[config.mk]
export PLATFORM = sky130hd
export DESIGN_NAME = pif_flags
export DESIGN_NICKNAME = d
export VERILOG_FILES = /design/src/hdl/pif_pkg.sv /design/src/hdl/pif_flags.sv
export SDC_FILE = /design/constraint.sdc
export NUM_CORES = 1
export LEC_CHECK = 0
export BUFFER_PORTS_ARGS = -buffer_cell sky130_fd_sc_hd__buf_2
export CORE_MARGIN = 2
export CORE_UTILIZATION = 25
export DETAILED_ROUTE_END_ITERATION = 6
export GPL_ROUTABILITY_DRIVEN = 1
export GPL_TIMING_DRIVEN = 0
export PLACE_DENSITY = 0.53
export SYNTH_ARGS = -nofsm -noshare
export SYNTH_HDL_FRONTEND = slang
export SYNTH_SLANG_ARGS = --single-unit
[constraint.sdc]
create_clock -name clk -period 3 [get_ports clk]
set_clock_uncertainty 0.2 [all_clocks]
set_input_delay 0.45 -clock clk [delete_from_list [all_inputs] [get_ports clk]]
set_output_delay 0.45 -clock clk [all_outputs]
set_load 0.005 [all_outputs]
[src/hdl/pif_pkg.sv]
// Package for the peripheral interrupt flag block: register map, bit positions, reset values.
// Assumes a 32-bit AXI4-Lite register bus and a single 20 MHz system clock.
`default_nettype none
package pif_pkg;
  // Bus widths
  localparam int ADDR_W = 4;
  localparam int DATA_W = 32;
  // Register byte addresses
  localparam logic [ADDR_W-1:0] ADDR_FLAGS1 = 4'h0;
  localparam logic [ADDR_W-1:0] ADDR_FLAGS2 = 4'h4;
  localparam logic [ADDR_W-1:0] ADDR_ENABLE1 = 4'h8;
  localparam logic [ADDR_W-1:0] ADDR_ENABLE2 = 4'hc;
  // Bank one bit positions
  localparam int B1_CONV = 6;
  localparam int B1_RX = 5;
  localparam int B1_TX = 4;
  localparam int B1_SYNC = 3;
  localparam int B1_CCA = 2;
  localparam int B1_PER = 1;
  localparam int B1_OVF = 0;
  // Bank two bit positions
  localparam int B2_OSC = 7;
  localparam int B2_CMPB = 6;
  localparam int B2_CMPA = 5;
  localparam int B2_NVW = 4;
  localparam int B2_BCOL = 3;
  localparam int B2_WAKE = 2;
  localparam int B2_CCB = 0;
  // Implemented-bit masks
  localparam logic [7:0] IMPL1_MASK = 8'h7f;
  localparam logic [7:0] IMPL2_MASK = 8'hfd;
  // Software-writable masks (bank one receive and transmit bits are read-only)
  localparam logic [7:0] WR1_MASK = 8'h4f;
  localparam logic [7:0] WR2_MASK = 8'hfd;
  // Reset values
  localparam logic [7:0] FLAGS_RST = 8'h00;
  // Capture/compare unit modes
  typedef enum logic [1:0] {CCM_CAPTURE, CCM_COMPARE, CCM_PWM, CCM_OFF} pif_ccmode_t;
  // Synchronous port modes
  typedef enum logic [1:0] {SPM_SPI, SPM_I2C_SLAVE, SPM_I2C_MASTER} pif_spmode_t;
  // AXI response codes
  localparam logic [1:0] RESP_OKAY = 2'h0;
  localparam logic [1:0] RESP_SLVERR = 2'h2;
endpackage
`default_nettype wire

[src/hdl/pif_flags.sv]
// Two banks of peripheral interrupt request flags with enables, over AXI4-Lite.
// Assumes event inputs are one-cycle pulses from logic on clk; levels for buffer states.
//
// Operation
// - Flags set regardless of any enable
// - Bank one bit 7, bank two bit 1 zero
// - Conversion done sets flag, software clears
// - Receive flag mirrors full buffer, read-only
// - Transmit flag high while buffer empty
// - Sync flag on transfer done, all modes
// - Master sequence completion sets sync flag
// - Idle start/stop in multi-master sets flag
// - Capture A on capture/compare, not PWM
// - Period match sets flag until cleared
// - Timer overflow sets flag until cleared
// - Oscillator fail sets flag, software clears
// - Comparator output change sets its flag
// - Nonvolatile write done sets flag
// - I2C master bus collision sets flag
// - Wake-up condition sets flag until cleared
// - Request needs flag, enable, group enable
`default_nettype none
module pif_flags (
  input wire logic clk,
  input wire logic reset_n,
  // AXI4-Lite write address
  input wire logic [pif_pkg::ADDR_W-1:0] s_axi_awaddr,
  input wire logic s_axi_awvalid,
  output logic s_axi_awready,
  // AXI4-Lite write data
  input wire logic [pif_pkg::DATA_W-1:0] s_axi_wdata,
  input wire logic [3:0] s_axi_wstrb,
  input wire logic s_axi_wvalid,
  output logic s_axi_wready,
  // AXI4-Lite write response
  output logic [1:0] s_axi_bresp,
  output logic s_axi_bvalid,
  input wire logic s_axi_bready,
  // AXI4-Lite read address
  input wire logic [pif_pkg::ADDR_W-1:0] s_axi_araddr,
  input wire logic s_axi_arvalid,
  output logic s_axi_arready,
  // AXI4-Lite read data
  output logic [pif_pkg::DATA_W-1:0] s_axi_rdata,
  output logic [1:0] s_axi_rresp,
  output logic s_axi_rvalid,
  input wire logic s_axi_rready,
  // Peripheral event strobes, buffer and comparator levels, mode selects and group enable
  input wire logic convDone,
  input wire logic rxBufFull,
  input wire logic txBufEmpty,
  input wire logic syncXferDone,
  input wire logic syncSeqDone,
  input wire logic syncIdleStartStop,
  input wire logic syncMultiMaster,
  input wire pif_pkg::pif_spmode_t syncMode,
  input wire logic ccaEvent,
  input wire pif_pkg::pif_ccmode_t ccaMode,
  input wire logic periodMatch,
  input wire logic timerOverflow,
  input wire logic oscFail,
  input wire logic comparatorBOut,
  input wire logic comparatorAOut,
  input wire logic nvWriteDone,
  input wire logic busCollision,
  input wire logic wakeEvent,
  input wire logic ccbEvent,
  input wire pif_pkg::pif_ccmode_t ccbMode,
  input wire logic peripheralGroupEnable,
  // Request to the CPU interrupt logic
  output logic periphIrq
);
  import pif_pkg::*;

  logic [7:0] flags1_q; // Bank one stored flags
  logic [7:0] flags2_q; // Bank two stored flags
  logic [7:0] enable1_q; // Bank one per-bit enables
  logic [7:0] enable2_q; // Bank two per-bit enables
  logic [7:0] set1; // Bank one set pulses
  logic [7:0] set2; // Bank two set pulses
  logic [7:0] view1; // Bank one as read
  logic [7:0] view2; // Bank two as read
  logic cmpA_q; // Previous comparator A output
  logic cmpB_q; // Previous comparator B output
  logic awHeld_q; // Write address captured
  logic wHeld_q; // Write data captured
  logic [ADDR_W-1:0] awAddr_q; // Captured write address
  logic [DATA_W-1:0] wData_q; // Captured write data
  logic wStrb0_q; // Low byte lane strobe
  logic doWrite; // Both halves present, response free
  logic wr1; // Write hits bank one flags
  logic wr2; // Write hits bank two flags

  ////////////////////////////////////////////////////////////////////////////
  // Event decode
  ////////////////////////////////////////////////////////////////////////////
  // Comparator edge history
  always_ff @(posedge clk or negedge reset_n) begin
    if (!reset_n) begin
      cmpA_q <= 1'b0;
      cmpB_q <= 1'b0;
    end else begin
      cmpA_q <= comparatorAOut;
      cmpB_q <= comparatorBOut;
    end
  end

  // Map events onto set pulses
  always_comb begin
    set1 = 8'h00;
    set2 = 8'h00;
    set1[B1_CONV] = convDone;
    set1[B1_SYNC] = syncXferDone
      | (syncSeqDone && syncMode == SPM_I2C_MASTER)
      | (syncIdleStartStop && syncMultiMaster);
    set1[B1_CCA] = ccaEvent && (ccaMode == CCM_CAPTURE || ccaMode == CCM_COMPARE);
    set1[B1_PER] = periodMatch;
    set1[B1_OVF] = timerOverflow;
    set2[B2_OSC] = oscFail;
    set2[B2_CMPB] = comparatorBOut ^ cmpB_q;
    set2[B2_CMPA] = comparatorAOut ^ cmpA_q;
    set2[B2_NVW] = nvWriteDone;
    set2[B2_BCOL] = busCollision && syncMode == SPM_I2C_MASTER;
    set2[B2_WAKE] = wakeEvent;
    set2[B2_CCB] = ccbEvent && (ccbMode == CCM_CAPTURE || ccbMode == CCM_COMPARE);
  end

  ////////////////////////////////////////////////////////////////////////////
  // Write channel
  ////////////////////////////////////////////////////////////////////////////
  assign s_axi_awready = !awHeld_q;
  assign s_axi_wready = !wHeld_q;
  assign doWrite = awHeld_q && wHeld_q && !s_axi_bvalid;
  assign wr1 = doWrite && wStrb0_q && awAddr_q == ADDR_FLAGS1;
  assign wr2 = doWrite && wStrb0_q && awAddr_q == ADDR_FLAGS2;

  // Capture address and data in either order
  always_ff @(posedge clk or negedge reset_n) begin
    if (!reset_n) begin
      awHeld_q <= 1'b0;
      wHeld_q <= 1'b0;
      awAddr_q <= '0;
      wData_q <= '0;
      wStrb0_q <= 1'b0;
    end else begin
      if (s_axi_awvalid && s_axi_awready) begin
        awHeld_q <= 1'b1;
        awAddr_q <= s_axi_awaddr;
      end else if (doWrite) begin
        awHeld_q <= 1'b0;
      end
      if (s_axi_wvalid && s_axi_wready) begin
        wHeld_q <= 1'b1;
        wData_q <= s_axi_wdata;
        wStrb0_q <= s_axi_wstrb[0];
      end else if (doWrite) begin
        wHeld_q <= 1'b0;
      end
    end
  end

  // Write response, error on unmapped address
  always_ff @(posedge clk or negedge reset_n) begin
    if (!reset_n) begin
      s_axi_bvalid <= 1'b0;
      s_axi_bresp <= RESP_OKAY;
    end else if (doWrite) begin
      s_axi_bvalid <= 1'b1;
      s_axi_bresp <= (awAddr_q[1:0] == 2'h0 && awAddr_q <= ADDR_ENABLE2) ? RESP_OKAY
                                                                        : RESP_SLVERR;
    end else if (s_axi_bready) begin
      s_axi_bvalid <= 1'b0;
    end
  end

  ////////////////////////////////////////////////////////////////////////////
  // Flag storage
  ////////////////////////////////////////////////////////////////////////////
  // set ignores enables; set beats clear
  always_ff @(posedge clk or negedge reset_n) begin
    if (!reset_n) begin
      flags1_q <= FLAGS_RST;
      flags2_q <= FLAGS_RST;
    end else begin
      if (wr1) flags1_q <= ((flags1_q & ~WR1_MASK) | (wData_q[7:0] & flags1_q & WR1_MASK)
                            | set1) & WR1_MASK;
      else flags1_q <= (flags1_q | set1) & WR1_MASK;
      if (wr2) flags2_q <= ((wData_q[7:0] & flags2_q) | set2) & WR2_MASK;
      else flags2_q <= (flags2_q | set2) & WR2_MASK;
    end
  end

  // Per-bit enable registers
  always_ff @(posedge clk or negedge reset_n) begin
    if (!reset_n) begin
      enable1_q <= FLAGS_RST;
      enable2_q <= FLAGS_RST;
    end else if (doWrite && wStrb0_q) begin
      if (awAddr_q == ADDR_ENABLE1) enable1_q <= wData_q[7:0] & IMPL1_MASK;
      if (awAddr_q == ADDR_ENABLE2) enable2_q <= wData_q[7:0] & IMPL2_MASK;
    end
  end

  // Live buffer bits merged into bank one
  always_comb begin
    view1 = flags1_q;
    view1[B1_RX] = rxBufFull;
    view1[B1_TX] = txBufEmpty;
    view1 = view1 & IMPL1_MASK;
    view2 = flags2_q & IMPL2_MASK;
  end

  ////////////////////////////////////////////////////////////////////////////
  // Read channel
  ////////////////////////////////////////////////////////////////////////////
  assign s_axi_arready = !s_axi_rvalid;

  // Read data and response
  always_ff @(posedge clk or negedge reset_n) begin
    if (!reset_n) begin
      s_axi_rvalid <= 1'b0;
      s_axi_rdata <= '0;
      s_axi_rresp <= RESP_OKAY;
    end else if (s_axi_arvalid && s_axi_arready) begin
      s_axi_rvalid <= 1'b1;
      s_axi_rresp <= RESP_OKAY;
      unique case (s_axi_araddr)
        ADDR_FLAGS1: s_axi_rdata <= {24'h000000, view1};
        ADDR_FLAGS2: s_axi_rdata <= {24'h000000, view2};
        ADDR_ENABLE1: s_axi_rdata <= {24'h000000, enable1_q};
        ADDR_ENABLE2: s_axi_rdata <= {24'h000000, enable2_q};
        default: begin
          s_axi_rdata <= '0;
          s_axi_rresp <= RESP_SLVERR;
        end
      endcase
    end else if (s_axi_rready) begin
      s_axi_rvalid <= 1'b0;
    end
  end

  ////////////////////////////////////////////////////////////////////////////
  // Interrupt request
  ////////////////////////////////////////////////////////////////////////////
  // flag, enable and group enable
  always_ff @(posedge clk or negedge reset_n) begin
    if (!reset_n) periphIrq <= 1'b0;
    else periphIrq <= peripheralGroupEnable && |((view1 & enable1_q) | (view2 & enable2_q));
  end

  ////////////////////////////////////////////////////////////////////////////
  // Checks
  ////////////////////////////////////////////////////////////////////////////
  AST_TIMER_SET: assert property (@(posedge clk) disable iff (!reset_n)
    timerOverflow |=> flags1_q[B1_OVF]) else $error("overflow flag not set");
  AST_CONV_HOLD: assert property (@(posedge clk) disable iff (!reset_n)
    flags1_q[B1_CONV] && !wr1 |=> flags1_q[B1_CONV]) else $error("conversion flag lost");
  AST_UNIMPL: assert property (@(posedge clk) disable iff (!reset_n)
    !view1[7] && !view2[1]) else $error("unimplemented bit set");
  AST_RX_MIRROR: assert property (@(posedge clk) disable iff (!reset_n)
    view1[B1_RX] == rxBufFull) else $error("receive flag mismatch");
  AST_CCA_PWM: assert property (@(posedge clk) disable iff (!reset_n)
    ccaMode == CCM_PWM && !flags1_q[B1_CCA] |=> !flags1_q[B1_CCA])
    else $error("capture flag set in pwm");
  AST_CMP_EDGE: assert property (@(posedge clk) disable iff (!reset_n)
    $changed(comparatorAOut) |=> flags2_q[B2_CMPA]) else $error("comparator flag missed");
  AST_BCOL_MODE: assert property (@(posedge clk) disable iff (!reset_n)
    busCollision && syncMode == SPM_I2C_MASTER |=> flags2_q[B2_BCOL])
    else $error("collision flag missed");
  AST_IRQ_GATE: assert property (@(posedge clk) disable iff (!reset_n)
    !peripheralGroupEnable |=> !periphIrq) else $error("request without group enable");
  AST_CLEAR: assert property (@(posedge clk) disable iff (!reset_n)
    wr2 && !wData_q[B2_WAKE] && !wakeEvent |=> !flags2_q[B2_WAKE])
    else $error("wake flag not cleared");
  AST_SET_WINS: assert property (@(posedge clk) disable iff (!reset_n)
    wr1 && set1[B1_PER] |=> flags1_q[B1_PER]) else $error("set lost to clear");
  AST_OSC_SET: assert property (@(posedge clk) disable iff (!reset_n)
    oscFail |=> flags2_q[B2_OSC]) else $error("oscillator flag not set");
  AST_RD_UPPER: assert property (@(posedge clk) disable iff (!reset_n)
    s_axi_rvalid |-> s_axi_rdata[DATA_W-1:8] == '0) else $error("upper read bits set");
endmodule // pif_flags
`default_nettype wire

=== Yosys cells after proc, flatten, opt, wreduce, memory -nomap -nowiden ===
Index checks and enable logic that the tools add are counted.

* Reductions and logical operators: 34
* Eq/ne operators: 9
* Multiplexer cells: 12
* $lt $le $gt $ge: 1
* Bitwise gates (word level): 14

{| class="wikitable"
|+ Operators by type and width
! cell !! count
|-
| 8-bit one-hot mux with 4 select lines || 1
|-
| 8-bit AND || 2
|-
| 4-bit equality test, second input constant || 4
|-
| 8-bit OR || 2
|-
| 1-bit logical AND || 15
|-
| 7-bit AND || 2
|-
| 7-bit OR || 2
|-
| 4-bit by 3-bit equality test with 1-bit output, second input constant || 2
|-
| 4-bit logical NOT || 2
|-
| 8-bit 2-to-1 mux || 1
|-
| 7-bit by 8-bit OR with 8-bit output || 1
|-
| 2-bit nonzero test || 4
|-
| 8-bit OR reduction || 1
|-
| 1-bit 2-to-1 mux || 7
|-
| 7-bit 2-to-1 mux || 1
|-
| 6-bit by 7-bit OR with 7-bit output || 1
|-
| 2-bit logical NOT || 3
|-
| 2-bit by 1-bit equality test with 1-bit output, second input constant || 2
|-
| 4-bit less-or-equal comparator, second input constant || 1
|-
| 1-bit logical NOT || 4
|-
| 2-bit 2-to-1 mux || 2
|-
| 2-bit AND reduction || 2
|-
| 4-bit OR reduction || 1
|-
| 2-bit equality test, second input constant || 1
|-
| 3 further kinds || 6
|}

* Register bits after elaboration: 85
* Logic and storage cells: 87

=== Logic depth before layout (Yosys ltp) ===
* Word-level depth: 6
* Gate-level depth with buffers: 4
* Mapped depth without buffers: 3

=== Worst setup path before layout ===
No wires, ideal clock.

* Kind: flip-flop to flip-flop
* From: register awAddr_q[3]
* To: register flags1_q[3]
* Setup slack: 1.325 ns
* Library setup time: 0.130 ns
* Cell stages (with the launch flop): 5
* Data arrival time: 1.345 ns
* Buffers on the path: 1
* Required time: 2.670 ns
* Clock period less this slack: 1.675 ns
* Cell sequence: dfrtp_1 or4b_1 buf_6 o41ai_2 nand3_1

* Word-level cells in the longest chain between the ends: 3

{| class="wikitable"
|+ Ends and longest elaborated chain
! what !! RTL line !! RTL
|-
| from (decl) || pif_flags.sv:87 || <nowiki>logic [ADDR_W-1:0] awAddr_q;</nowiki>
|-
| from (signal assigned) || pif_flags.sv:148 || <nowiki>awAddr_q <= s_axi_awaddr;</nowiki>
|-
| 4-bit logical NOT || pif_flags.sv:134 || <nowiki>assign wr1 = doWrite && wStrb0_q && awAddr_q == ADDR_FLAGS1;</nowiki>
|-
| 1-bit logical AND || pif_flags.sv:134 ||
|-
| 7-bit 2-to-1 mux || pif_flags.sv:185 || <nowiki>if (wr1) flags1_q <= ((flags1_q & ~WR1_MASK) | (wData_q[7:0] & flags1_q & WR1_MASK)</nowiki>
|-
| to (signal assigned) || pif_flags.sv:185 ||
|-
| to (signal assigned) || pif_flags.sv:187 || <nowiki>else flags1_q <= (flags1_q | set1) & WR1_MASK;</nowiki>
|-
| to (decl) || pif_flags.sv:75 || <nowiki>logic [7:0] flags1_q;</nowiki>
|}

Every way passes these cells.
A chain may end at the register's enable or synchronous reset.

=== Worst setup path in the final report ===
Same ends and word-level chain as after synthesis.

==> results.md <==
- DP Wirelength: 4410 um
- Diodes inserted: 0
- Final WL: 5880 um
- Final period util: 60.0%
- Post-synth EDFFs: 0
- RSZ-0062 raised after global routing: false
- Port-buffer cells: 59
- Mean Syn Cell Area: 12.7 um2
- Critical Path RT: 2.98 ns
- Via Count: 1800
- Max-slew violations: 0
- CTS tree: built
- Worst-path clk slew: 0.10 ns
- Final Util: 32.1%
- Top-area cell type share of the netlist area: 52.3%
- Later-pin clock latency in the skew report: 0.30 ns
- Minimum clock period: 1.80 ns
- Synth-to-Final Area Change: 24.0%
- Slew HR: 52.4%
- Flop2flop setup slack: 1.20 ns
- Area contributors post-synth: dfrtp_1, mux2_1, buf_4
- Gr ovfl total: 0
- Die W: 108 um
- Fmax achieved: 0.555 GHz
- Synthesized flop and latch total: 56
- Share of layout cells above drive strength 1: 39.4%
- Placed cell areas: 3240 um2
- Final setup viols: 0
- # Max-Cap Violations: 0
- Synth async-reset ratio: 100%
- Wire per inst: 13.4 um
- Area of the core: 10400 um2
- Clk buf depth: 2
- DRC Markers: 0
- Antenna violations before repair: 0
- Root buffer cell: clkbuf_8
- Die Height: 108 um
- CP Class: reg -> reg
- Hold/Removal Path Class: in -> async
- RR Startpoint: awAddr_q[3]
- Register area share after synthesis: 52.3%
- Leading area contributor after synthesis: dfrtp_1
- Final worst setup slack: 1.20 ns
- CP Capture Type: register
- Syn. warnings: 0
- TritonCTS buffer count: 5
- Final Hold Viols: 17
- CTS sink count: 56
- Post-route design area: 3320 um2
- Place WS: 1.12 ns
- GRT Util Overall: 10.4%
- Final setup TNS: 0 ns
- Die area: 11600 um2
- Post-route ant nets: 0
- Initial Utilization: 25.9%
- Leakage power: 1.63 nW
- Cells on worst reg2reg path: 4
- Reg2reg end: flags1_q[3]
- Post-CTS Repair Setup Buffers: 0
- Failing checks: hold timing
- Yosys cell types: 33
- Pwr Density: 674 nW/um2
- Layout Nets: 377
- # H-tree levels: 2
- Slew @ Worst Pin: 0.714 ns
- Startpoint Class: register
- Top FF cell, synth: dfrtp_1
- # rows: 37
- Max VDD drop: 0.480 mV
- Max Fanout on Critical Path: 7
- First-pass DRT Iterations: 4
- Cts hold-fix bufs: 0
- First-pass GRT wire length: 9470 um
- Vias in the first global route: 1849
- Largest net degree at the start of global routing: 57
- DR iter-0 viols: 65
- Post-Synthesis Cell Area: 2680 um2
- Mapped Cells: 211
- Status: finished, violations left
- Routability Congestion: 0.719
- CP arrival: 1.78 ns
- Hold_ws: -0.0153 ns
- Vias per inst: 4.11
- Io pins: 117
- Post-cts resize count: 0
==> synthesized netlist by cell type (3+ instances only) <==
cell / instances
dfrtp_1: 56
buf_4: 26
mux2_1: 23
nor2_1: 18
inv_1: 9
a21oi_1: 8
a22o_1: 7
a22oi_1: 7
o21ai_1: 7
mux4_2: 6
nand2_1: 6
o41ai_2: 5
mux2_2: 4
buf_2: 3
nand3_1: 3
==> layer usage <==
layer	wire, um	vias up	global-route usage, %
li1	-	879	-
met1	2770	857	14.2
met2	2730	62	17.2
met3	341	2	2.30
met4	31	0	2.20
met5	0	-	0
==> worst max-delay path: stages (launching register included) <==
cell and delay (ns):
dfrtp_1 0.47, or4b_1 0.51, buf_6 0.16, o41ai_2 0.22
nand3_1 0.12
==> kinds of logic (layout without fill, tap and decap cells) <==
group           Yosys count  in the layout  synth area share, %
buf+inv                  42            108                 9.94
flops                    56             56                 52.3
xor+xnor                  2              2                0.653
mux                      34             34                 16.8
other cells               1             26                0.140
simple gates             39             39                 9.15
compound gates           37             37                 11.1
==> power breakdown <==
| group | switching [mW] | total [mW] | internal [mW] |
|---|---|---|---|
| sequential | 0.216 | 1.19 | 0.971 |
| combinational | 0.315 | 0.650 | 0.335 |
| clock | 0.245 | 0.404 | 0.159 |
| total | 0.776 | 2.24 | 1.46 |
==> through the flow <==
stage / instances / power [mW]
after floorplan: 236 / 1.61
after global placement: 431 / 1.84
after detailed placement: 431 / 1.86
after CTS: 438 / 2.26
after global routing: 438 / 2.40
final: 438 / 2.24
==> area by class of cell <==
class	count	area (um2)
Fill cell	1061	7050
Tap cell	136	170
Sequential cell	56	1400
Inverter	10	37.5
Clock buffer	5	68.8
Multi-Input combinational cell	138	1110
Clock inverter	2	12.5
Buffer	32	229
Timing Repair Buffer	59	298
==> layout by cell type (no fill, tap or decap), types with 2 or more instances in the layout <==
cell / Yosys / layout
a21oi_1: 8 / 8
a22o_1: 7 / 7
a22oi_1: 7 / 7
buf_2: 3 / 61
buf_4: 26 / 27
clkbuf_1: 2 / 2
clkbuf_8: 0 / 5
conb_1: 1 / 26
dfrtp_1: 56 / 56
inv_1: 9 / 9
mux2_1: 23 / 23
mux2_2: 4 / 4
mux4_2: 6 / 6
nand2_1: 6 / 6
nand3_1: 3 / 3
nand4_4: 2 / 2
nor2_1: 18 / 18
nor2b_1: 2 / 2
nor3_2: 2 / 2
o21ai_1: 7 / 7
o41ai_2: 5 / 5
xnor2_1: 2 / 2
==> worst max-delay path by stage <==
| stage | endpoint | from | slack [ns] | depth (start not counted) |
|---|---|---|---|---|
| floorplan | flags1_q[3] | awAddr_q[3] | 1.32 | 4 |
| global placement | wStrb0_q | s_axi_wvalid | 1.13 | 4 |
| detailed placement | wData_q[7] | s_axi_wvalid | 1.12 | 4 |
| CTS | flags1_q[3] | awAddr_q[3] | 1.14 | 4 |
| global route | flags1_q[3] | awAddr_q[3] | 1.12 | 4 |
| finish | flags1_q[3] | awAddr_q[3] | 1.20 | 4 |
==> state kept, by name, summed over array words and instances (netlist names), 4 cells and up <==
name         cells
enable2_q        7
flags1_q         5
awAddr_q         4
flags2_q         7
s_axi_rdata      8
enable1_q        7
wData_q          8
Power figures use the tool's default switching activity.
